===== config.mk =====
export PLATFORM = sky130hd
export DESIGN_NAME = pst_frame_timing
export DESIGN_NICKNAME = d
export VERILOG_FILES = /design/src/shared/pst_pkg.sv /design/src/rtl/pst_frame_counter.sv /design/src/rtl/pst_frame_timing.sv
export SDC_FILE = /design/constraint.sdc
export NUM_CORES = 1
export LEC_CHECK = 0
export BUFFER_PORTS_ARGS = -buffer_cell sky130_fd_sc_hd__buf_2
export CORE_ASPECT_RATIO = 0.5
export CORE_MARGIN = 2
export CORE_UTILIZATION = 45
export CTS_BUF_LIST = sky130_fd_sc_hd__clkbuf_2 sky130_fd_sc_hd__clkbuf_4 sky130_fd_sc_hd__clkbuf_8
export DETAILED_ROUTE_END_ITERATION = 8
export GPL_TIMING_DRIVEN = 1
export MAX_ROUTING_LAYER = met4
export PLACE_DENSITY = 0.73
export SYNTH_ARGS = -nofsm -noshare
export SYNTH_HDL_FRONTEND = slang
export SYNTH_SLANG_ARGS = --single-unit

===== constraint.sdc =====
create_clock -name clk -period 2.1 [get_ports clk]
set_clock_uncertainty 0.2 [all_clocks]
set_input_delay 0.105 -clock clk [delete_from_list [all_inputs] [get_ports clk]]
set_output_delay 0.105 -clock clk [all_outputs]
set_load 0.01 [all_outputs]

===== src/shared/pst_pkg.sv =====
// Package for the periodic-start and low-speed threshold block
package pst_pkg;
  // Register offsets (byte addresses within the controller register space)
  localparam logic [7:0]  OFF_PERIODIC_START = 8'h40;
  localparam logic [7:0]  OFF_LS_THRESHOLD   = 8'h44;
  // Field widths
  localparam int          BT_W   = 14;
  localparam int          LST_W  = 12;
  // Reset values
  localparam logic [13:0] PSP_RESET = 14'h0000;
  localparam logic [11:0] LST_RESET = 12'h628;
  localparam logic [13:0] FI_RESET  = 14'h2edf;

  // Register access request
  typedef struct packed {
    logic        wr;
    logic        rd;
    logic [7:0]  addr;
    logic [31:0] wdata;
  } pst_req_s;

  // Scheduler arbitration phase within a frame
  typedef enum logic [1:0] {
    PST_NONPERIODIC = 2'b00,
    PST_DRAIN       = 2'b01,
    PST_PERIODIC    = 2'b11
  } pst_phase_e;
endpackage


===== src/rtl/pst_frame_counter.sv =====
// Remaining-bit-time down counter of the frame
`timescale 1ns/1ns
`default_nettype none
module pst_frame_counter #(
  parameter int W = 14
) (
  input  wire logic         clk,
  input  wire logic         reset,
  input  wire logic         bit_tick,
  input  wire logic         run,
  input  wire logic [W-1:0] interval_length_value,
  output logic [W-1:0]      bit_time_left_count,
  output logic              frame_wrap
);
  typedef struct packed {
    logic [W-1:0] count;
    logic         wrap;
  } pst_fc_s;

  pst_fc_s state;
  pst_fc_s next_state;

  // Decrement per bit time, reload after reaching zero
  always_comb begin
    next_state      = state;
    next_state.wrap = 1'b0;
    if (!run) begin
      next_state.count = interval_length_value;
    end else if (bit_tick) begin
      if (state.count == '0) begin
        next_state.count = interval_length_value;
        next_state.wrap  = 1'b1;
      end else begin
        next_state.count = state.count - 1'b1;
      end
    end
  end

  always_ff @(posedge clk) begin
    if (reset) begin
      state <= '0;
    end else begin
      state <= next_state;
    end
  end

  assign bit_time_left_count = state.count;
  assign frame_wrap          = state.wrap;

  chk_wrap_reload: assert property (@(posedge clk) disable iff (reset)
    (run && bit_tick && state.count == '0) |=> (state.count == $past(interval_length_value)))
    else $error("counter did not reload after zero");
  chk_count_step: assert property (@(posedge clk) disable iff (reset)
    (run && bit_tick && state.count != '0) |=> (state.count == $past(state.count) - 1'b1))
    else $error("counter did not step down by one");
endmodule
`default_nettype wire


===== src/rtl/pst_frame_timing.sv =====
// Periodic-start and low-speed threshold decisions with their registers
`timescale 1ns/1ns
`default_nettype none
// Functional notes
// - Periodic start is 14 bits at 13:0, cleared on hardware reset.
// - Counter at or below periodic start: periodic lists win for rest of frame.
// - Running control or bulk transaction finishes first; never aborted.
// - Low-speed start allowed only when remaining count >= threshold.
// - Threshold is bits 11:0, resets to 0x628.
// - Threshold decides if an 8-byte low-speed packet fits before frame end.
// - Remaining count is a 14-bit down counter reloaded from interval.
module pst_frame_timing #(
  parameter int BT_W  = pst_pkg::BT_W,
  parameter int LST_W = pst_pkg::LST_W
) (
  input  wire logic              clk,
  input  wire logic              reset,
  input  wire pst_pkg::pst_req_s req,
  output logic [31:0]            rdata,
  output logic                   rvalid,
  input  wire logic              bit_tick,
  input  wire logic              run,
  input  wire logic [BT_W-1:0]   interval_length_value,
  input  wire logic              nonperiodic_busy,
  input  wire logic              ls_request,
  output logic                   periodic_priority,
  output logic                   periodic_grant,
  output logic                   ls_start_ok,
  output logic [BT_W-1:0]        bit_time_left_count
);
  typedef struct packed {
    logic [BT_W-1:0]     periodic_begin_point;
    logic [LST_W-1:0]    slow_commit_limit;
    logic [31:0]         rdata;
    logic                rvalid;
    pst_pkg::pst_phase_e phase;
    logic                periodic_priority;
    logic                periodic_grant;
    logic                ls_start_ok;
    logic [BT_W-1:0]     count_q;
  } pst_ft_s;

  pst_ft_s         state;
  pst_ft_s         next_state;
  logic [BT_W-1:0] count;
  logic            frame_wrap;
  logic            start_hit;
  logic            ls_fits;

  // Counter lives in its own module; both comparators read it
  pst_frame_counter #(.W(BT_W)) u_counter (
    .clk                   (clk),
    .reset                 (reset),
    .bit_tick              (bit_tick),
    .run                   (run),
    .interval_length_value (interval_length_value),
    .bit_time_left_count   (count),
    .frame_wrap            (frame_wrap)
  );

  // Zero-extend a counter-wide field into a 32-bit read word
  function automatic logic [31:0] pst_zx14(input logic [BT_W-1:0] v);
    pst_zx14 = 32'(v);
  endfunction

  // Write strobe aimed at one offset; shared by the register file and checks
  function automatic logic pst_wr_hit(input pst_pkg::pst_req_s r, input logic [7:0] off);
    pst_wr_hit = r.wr && (r.addr == off);
  endfunction

  // Comparators: a down counter passes the start point once per frame
  assign start_hit = (count <= state.periodic_begin_point);
  assign ls_fits   = (BT_W'(state.slow_commit_limit) <= count);

  // Register file, phase machine and decision outputs
  always_comb begin
    next_state        = state;
    next_state.rvalid = req.rd;
    next_state.rdata  = 32'h00000000;
    next_state.count_q = count;
    // Only the field bits are stored; reserved bits are dropped
    if (pst_wr_hit(req, pst_pkg::OFF_PERIODIC_START)) begin
      next_state.periodic_begin_point = req.wdata[BT_W-1:0];
    end
    if (pst_wr_hit(req, pst_pkg::OFF_LS_THRESHOLD)) begin
      next_state.slow_commit_limit = req.wdata[LST_W-1:0];
    end
    if (req.rd) begin
      unique case (req.addr)
        pst_pkg::OFF_PERIODIC_START: next_state.rdata = pst_zx14(state.periodic_begin_point);
        pst_pkg::OFF_LS_THRESHOLD:   next_state.rdata = 32'(state.slow_commit_limit);
        default:                     next_state.rdata = 32'h00000000;
      endcase
    end
    // Phase: grant handed over only after the current transaction ends
    unique case (state.phase)
      pst_pkg::PST_NONPERIODIC: begin
        if (run && start_hit) begin
          next_state.phase = nonperiodic_busy ? pst_pkg::PST_DRAIN
                                              : pst_pkg::PST_PERIODIC;
        end
      end
      pst_pkg::PST_DRAIN: begin
        if (!nonperiodic_busy) begin
          next_state.phase = pst_pkg::PST_PERIODIC;
        end
      end
      pst_pkg::PST_PERIODIC: begin
        next_state.phase = pst_pkg::PST_PERIODIC;
      end
      default: next_state.phase = pst_pkg::PST_NONPERIODIC;
    endcase
    // New frame or stopped controller returns to non-periodic order
    if (frame_wrap || !run) begin
      next_state.phase = pst_pkg::PST_NONPERIODIC;
    end
    next_state.periodic_priority = (next_state.phase != pst_pkg::PST_NONPERIODIC);
    next_state.periodic_grant    = (next_state.phase == pst_pkg::PST_PERIODIC);
    next_state.ls_start_ok       = run && ls_request && ls_fits;
  end

  // Reset loads the field reset values; everything else clears
  always_ff @(posedge clk) begin
    if (reset) begin
      state                      <= '0;
      state.periodic_begin_point <= pst_pkg::PSP_RESET;
      state.slow_commit_limit    <= pst_pkg::LST_RESET;
      state.phase                <= pst_pkg::PST_NONPERIODIC;
    end else begin
      state <= next_state;
    end
  end

  // Every output comes straight from the state register
  assign rdata               = state.rdata;
  assign rvalid              = state.rvalid;
  assign periodic_priority   = state.periodic_priority;
  assign periodic_grant      = state.periodic_grant;
  assign ls_start_ok         = state.ls_start_ok;
  assign bit_time_left_count = state.count_q;

  // Reset values of both fields, seen at every edge after a reset edge
  chk_psp_reset: assert property (@(posedge clk)
    $past(reset) |-> state.periodic_begin_point == pst_pkg::PSP_RESET)
    else $error("periodic start not cleared by reset");
  chk_lst_reset: assert property (@(posedge clk)
    $past(reset) |-> state.slow_commit_limit == pst_pkg::LST_RESET)
    else $error("threshold reset value wrong");

  // Arbitration: priority rises at the start point and holds to frame end
  chk_prio_hold: assert property (@(posedge clk) disable iff (reset)
    (periodic_priority && run && !frame_wrap) |=> periodic_priority)
    else $error("periodic priority dropped mid frame");
  // Start point reached while running raises priority one edge later
  chk_prio_rise: assert property (@(posedge clk) disable iff (reset)
    (run && start_hit && !frame_wrap) |=> periodic_priority)
    else $error("periodic priority not raised at start point");
  // Reload of the counter hands the frame back to control and bulk lists
  chk_wrap_clear: assert property (@(posedge clk) disable iff (reset)
    frame_wrap |=> !periodic_priority && !periodic_grant)
    else $error("priority kept across frame boundary");
  // Stopped controller keeps every decision low
  chk_run_idle: assert property (@(posedge clk) disable iff (reset)
    !run |=> !periodic_priority && !periodic_grant && !ls_start_ok)
    else $error("decision raised while stopped");

  // Transaction in progress is never cut short by the hand-over
  chk_no_abort: assert property (@(posedge clk) disable iff (reset)
    (state.phase == pst_pkg::PST_DRAIN && nonperiodic_busy && run && !frame_wrap)
      |=> !periodic_grant)
    else $error("periodic grant while transaction in progress");
  // Draining ends on the edge after the transaction is done
  chk_drain_exit: assert property (@(posedge clk) disable iff (reset)
    (state.phase == pst_pkg::PST_DRAIN && !nonperiodic_busy && run && !frame_wrap)
      |=> periodic_grant)
    else $error("periodic grant late after transaction end");
  // Grant never runs ahead of priority
  chk_grant_prio: assert property (@(posedge clk) disable iff (reset)
    periodic_grant |-> periodic_priority)
    else $error("periodic grant without priority");

  // Low-speed gate follows the threshold compare one edge later
  chk_ls_gate: assert property (@(posedge clk) disable iff (reset)
    ls_start_ok |-> $past(BT_W'(state.slow_commit_limit) <= count && ls_request))
    else $error("low-speed start below threshold");
  chk_ls_allow: assert property (@(posedge clk) disable iff (reset)
    (run && ls_request && BT_W'(state.slow_commit_limit) <= count) |=> ls_start_ok)
    else $error("low-speed start withheld");
  // Too few bit times left must block the start
  chk_ls_block: assert property (@(posedge clk) disable iff (reset)
    (BT_W'(state.slow_commit_limit) > count) |=> !ls_start_ok)
    else $error("low-speed start with too few bit times");

  // Register bus: writes land at the taking edge, reads answer one edge later
  chk_psp_write: assert property (@(posedge clk) disable iff (reset)
    pst_wr_hit(req, pst_pkg::OFF_PERIODIC_START)
      |=> state.periodic_begin_point == $past(req.wdata[BT_W-1:0]))
    else $error("periodic start write lost");
  // Only the twelve field bits of a threshold write are kept
  chk_lst_write: assert property (@(posedge clk) disable iff (reset)
    pst_wr_hit(req, pst_pkg::OFF_LS_THRESHOLD)
      |=> state.slow_commit_limit == $past(req.wdata[LST_W-1:0]))
    else $error("threshold write lost");
  // Read shows the value held when the strobe was taken
  chk_psp_read: assert property (@(posedge clk) disable iff (reset)
    (req.rd && req.addr == pst_pkg::OFF_PERIODIC_START)
      |=> rdata == pst_zx14($past(state.periodic_begin_point)))
    else $error("periodic start read wrong");
  // A strobe held during reset is not answered, so skip that edge
  chk_read_pulse: assert property (@(posedge clk) disable iff (reset)
    !$past(reset) |-> rvalid == $past(req.rd))
    else $error("read answer missing or spurious");
  chk_rsvd_zero: assert property (@(posedge clk) disable iff (reset)
    rvalid |-> rdata[31:BT_W] == '0)
    else $error("reserved bits read nonzero");
  // Threshold reads show zero above its field, bits 13 and 12 included
  chk_lst_rsvd: assert property (@(posedge clk) disable iff (reset)
    (rvalid && $past(req.addr) == pst_pkg::OFF_LS_THRESHOLD) |-> rdata[31:LST_W] == '0)
    else $error("threshold reserved bits read nonzero");
endmodule
`default_nettype wire


# After elaboration in Yosys (flattened, before gate mapping)
# Cells that the tools add are included.
# word_totals
register_bits	93
latchBits	0
ramBits	0
romBits	0
input_bits	62
out_inout_bits	50
elab_cells	45
mem_count	0
# classes
add_sub_neg	1
multipliers	0
n_div	0
n_lt_le_gt_ge	2
eq_ne	6
shifts	0
n_mux	10
bitwise_logic	3
reduce_logical	12
# ops
operator	n
14-bit 2-to-1 mux	2
14-bit one-hot mux with 2 select lines	1
8-bit by 7-bit == test with 1-bit output, second input constant	2
15-bit 2-to-1 mux	1
12-bit by 14-bit <= comparator with 1-bit output	1
14-bit <= comparator	1
14-bit zero test	1
14-bit by 1-bit subtractor with 14-bit output, second input constant	1
2-bit 2-to-1 mux	4
2-bit one-hot mux with 3 select lines	1
1-bit logical AND	5
2-bit == test, second input constant	2
1-bit inverter	3
3-bit OR reduction	1
2-bit by 1-bit == test with 1-bit output, second input constant	1
2-bit zero test	1
2-bit != test, second input constant	1
2-bit nonzero test	1
2-bit OR reduction	1
1-bit zero test	1
1-bit logical OR	1
1-bit 2-to-1 mux	1

# Logic depth before layout (Yosys ltp)
# depth
ltp_word	6
depth_mapped	8
mapped_depth_nobuf	7

# Hierarchy
# A second synthesis with hierarchy kept.
# unflattened
cells_unflattened	473
area_unflattened_um2	3958.8
# modules_own_cells
module	instances	cells_per_inst	area_per_inst_um2	seq_area_each_um2
pst_frame_timing	1	354	2996.6	1201.2
pst_frame_counter	1	119	962.2	300.3

# Worst setup path before layout
# No wires, ideal clock.
# synth_timing
path_kind	register to register
from	register u_counter.state, in the netlist u_counter.bit_time_left_count[0]
to	register u_counter.state, in the netlist u_counter.bit_time_left_count[4]
setup_time_ps	128
t_arrival_ps	1878
required_time_ps	1772
slack_ps	-106
path_stages_with_launch	8
path_buffers	1
synth_period_minus_slack_ps	2206
cell_sequence	dfxtp_1 > inv_1 > ha_1 > or4b_1 > nand4b_2 > buf_6 > a222oi_1 > nor2_1
# synth_via
elab_chain_len	4
elab_cells_between_ends	5
cone_classes	add/sub: 1; mux: 3; reduce/logical: 1
# synth_rtl
element	line	source
start: declaration	pst_frame_counter.sv:20	pst_fc_s state;
start signal: assignment	pst_frame_counter.sv:43	state <= next_state;
14-bit by 1-bit subtractor with 14-bit output or 14-bit zero test (tied branches)	pst_frame_counter.sv:34, pst_frame_counter.sv:30	
14-bit 2-to-1 mux *	pst_frame_counter.sv:30	if (state.count == '0) begin
15-bit 2-to-1 mux *	pst_frame_counter.sv:29	end else if (bit_tick) begin
14-bit 2-to-1 mux *	pst_frame_counter.sv:27	if (!run) begin
# Mark *: on every way between the ends. The rest lies on a longest branch, timed or not. The select of a mux whose other input is x is not followed.
# A chain may end at the register's enable or synchronous reset.

# Worst setup path in the final report
# layout_timing
from	register state[77] in the netlist's numbering
to	register state, in the netlist periodic_priority
# layout_via
elab_chain_len	6
# layout_rtl
element	line	source
start: declaration	pst_frame_timing.sv:43	pst_ft_s state;
start signal: assignment	pst_frame_timing.sv:130	state <= next_state;
14-bit <= comparator	pst_frame_timing.sv:72	assign start_hit = (count <= state.periodic_begin_point);
1-bit logical AND	pst_frame_timing.sv:98	if (run && start_hit) begin
2-bit 2-to-1 mux	pst_frame_timing.sv:98	
2-bit one-hot mux with 3 select lines	pst_frame_timing.sv:96	unique case (state.phase)
2-bit 2-to-1 mux	pst_frame_timing.sv:114	if (frame_wrap || !run) begin
2-bit nonzero test	pst_frame_timing.sv:117	next_state.periodic_priority = (next_state.phase != pst_pkg::PST_NONPERIODIC);
# Every way passes these cells.

==> flow_metrics.tcl <==
set metrics [dict create \
    drt-total-wl_mm 11.01 \
    postSynth.asyncResetShare 0 \
    synth_top_area_cell "dfxtp_1" \
    grt_pass1_wl_mm 16.59 \
    dpl_cell_area_mm2 0.004313 \
    synthAdderAreaFrac 0.08668 \
    grt_setup_unrepaired "true" \
    start_kind "flip-flop" \
    grt_max_degree 37 \
    drv_cap 0 \
    fill_cells 692 \
    die_h_um 69.81 \
    max_freq_ghz 0.4681 \
    multi_input_area_mm2 0.002077 \
    grt-ovfl-total 0 \
    path_cells "inv_2 > ha_4 > nand4_1 > nor3_2 > o31ai_1 > a221oi_1 > buf_4 > nor3_2" \
    worstSetupPathType "reg -> reg" \
    antenna_found_initial 0 \
    cellLeakagePower_nw 2.141 \
    synth_seq_area_share 0.3852 \
    ant_nets 0 \
    stdcell_area_mm2 0.005095 \
    whs_ps 22.23 \
    synth_warnings 0 \
    drcViolationCount 0 \
    htreeDepth 3 \
    worstSetupEndpointType "flip-flop" \
    io_pins 112 \
    port_buffers 75 \
    syn_area_mm2 0.003897 \
    synth-xor-area-share 0.01348 \
    synth_top_family_by_area "simple AND/OR/NAND/NOR gates" \
    via_count 3734 \
    synthesis.instances 475 \
    violations "setup timing" \
    start_util 0.4752 \
    cts_sinks 75 \
    antenna_cells 0 \
    cp.required_ps 2140 \
    setup_ws_ps -36.19 \
    ys_ff_latch 75 \
    cts_root_buf "clkbuf_8" \
    ys_types 55 \
    dp_slack_ps -56.44 \
    hold_violations 0 \
    drt_first_pass_iters 5 \
    hpwl_mm 7.297 \
    cts_tree "yes" \
    fin_nets 670 \
    crit_path_frequent_cell "nor3_2" \
    synth_compound_area_frac 0.1518 \
    core_area_mm2 0.008202 \
    max_stage_delay_ps 360 \
    gp_congestion 0.9269 \
    synth_edf_count 0 \
    cts_max_path_buffers 2 \
    clock_latency_ps 370 \
    num_rows 23 \
    drt_iter0_drc 415 \
    cts_made_buffers 9 \
    synthMuxAreaShare 0.002568 \
    power_mw 3.518 \
    dieArea_mm2 0.009467 \
    fin_crit_sh 1.017 \
    synth_simple_gate_area_share 0.2132 \
    slew_viol_final 0 \
    final-setup-viol-count 6 \
    ys_top_cells_by_area "dfxtp_1, buf_4, ha_1" \
    track_usage 0.2339 \
    min_path_type "in -> reg" \
    crit_fanout 4 \
    min_period_ps 2136 \
    outcome "finished with violations" \
    slowest_stage "dfxtp_2" \
    finalSetupTns_ps -158.1 \
    grt_pass1_vias 3385 \
    die_x_um 135.6 \
    cts.clk_slew.worst_paths_ps 80 \
    ir_worst_vdd_v 0.0003305 \
    synth_top_cell_area_share 0.3852 \
    worst_ep_arrival_time_ps 2180 \
    power.density_mw_per_mm2 690.5 \
    syn_avg_cell_area_um2 8.205 \
    areaGrowthSynthToFinish_pct 30.72 \
    drive_above_1_share 0.2991 \
    via_per_inst 5.357 \
    synthFlopType "dfxtp_1" \
    register_area_mm2 0.001516 \
    wl_per_cell_um 15.80 \
]
worst max-delay path: cells and delay by family (launching register included):
family	cells	cell delay, ps
and+or+nand+nor	3	500
AOI/OAI and AO/OA	2	410
DFF	1	360
buffers and inverters	2	280
adders and majority gates	1	260
power by group:
group	internal [mW]	switching, mW	total (mW)
sequential	1.47	0.0317	1.50
combinational	0.299	0.358	0.657
clock	0.830	0.532	1.36
timing repair:
item                       CTS  global route
pin swaps                    2            13
hold endpoints to repair    51             0
hold buffers                34             0
resized for setup            5            44
setup buffers                0             2
setup endpoints to repair    4            18
logic make-up after synthesis:
family	Yosys count
AOI/OAI and AO/OA	91
xor gates and xnor gates	6
adders and majority gates	27
buffers and inverters	99
DFF	75
muxes	1
other	1
and+or+nand+nor	175
cell usage in the layout, fill, tap and decap left out, types with 10 or more instances in the layout:
master / count
nand2_1: 62
dfxtp_2: 12
ha_1: 23
a21oi_1: 34
conb_1: 18
nor2_1: 36
a22oi_1: 13
nand3_1: 23
inv_1: 27
buf_4: 33
clkbuf_8: 10
buf_2: 75
dlygate4sd3_1: 34
dfxtp_1: 63
routing by layer:
metal	share of wire	vias to the layer above	track usage
met4	0.023	0	0.07986
li1	-	1786	-
met2	0.44	203	0.3496
met5	0	-	-
met3	0.087	24	0.06213
met1	0.45	1721	0.3068
state kept, by name, summed over array words and instances (netlist names):
name,cells
bit_time_left_count,14
ls_start_ok,1
periodic_grant,1
periodic_priority,1
rdata,14
rvalid,1
state,28
u_counter.bit_time_left_count,14
u_counter.frame_wrap,1
layout make-up:
type | count | share of cell area
multi-input combinational | 318 | 0.4077
timing repair buffer | 145 | 0.1957
tap | 112 | 0.02750
inverter | 32 | 0.02358
clock inverter | 4 | 0.01940
clock buffer | 11 | 0.02849
sequential | 75 | 0.2976
synth_stat cells, types with 3 or more instances:
| cell type | count |
|---|---|
| nand3b_1 | 5 |
| dfxtp_1 | 75 |
| nor2b_1 | 3 |
| nor4_1 | 4 |
| a21oi_1 | 35 |
| o21ai_0 | 10 |
| clkbuf_1 | 12 |
| a22oi_1 | 13 |
| nand4_1 | 3 |
| nand2b_1 | 4 |
| nand2_1 | 63 |
| buf_4 | 46 |
| a211oi_1 | 6 |
| ha_1 | 27 |
| xnor2_1 | 6 |
| nor2_1 | 41 |
| nand3_1 | 23 |
| nor3_1 | 13 |
| buf_2 | 4 |
| inv_1 | 32 |
through the flow:
step                utilization  cells
global route             0.6212    697
global placement         0.5259    646
detailed placement       0.5259    646
floorplan                     -    492
finish                   0.6212    697
CTS                      0.5994    695
final timing paths:
check | from | endpoint | slack [ps] | cells after the start
max | state[77] | periodic_priority | -40 | 8
min | ls_request | ls_start_ok | 20 | 4
max reg2reg | state[77] | periodic_priority | -40 | 8
min reg2reg | state[76] | state[76] | 280 | 2
No activity file was read; power rests on OpenSTA's default activity.
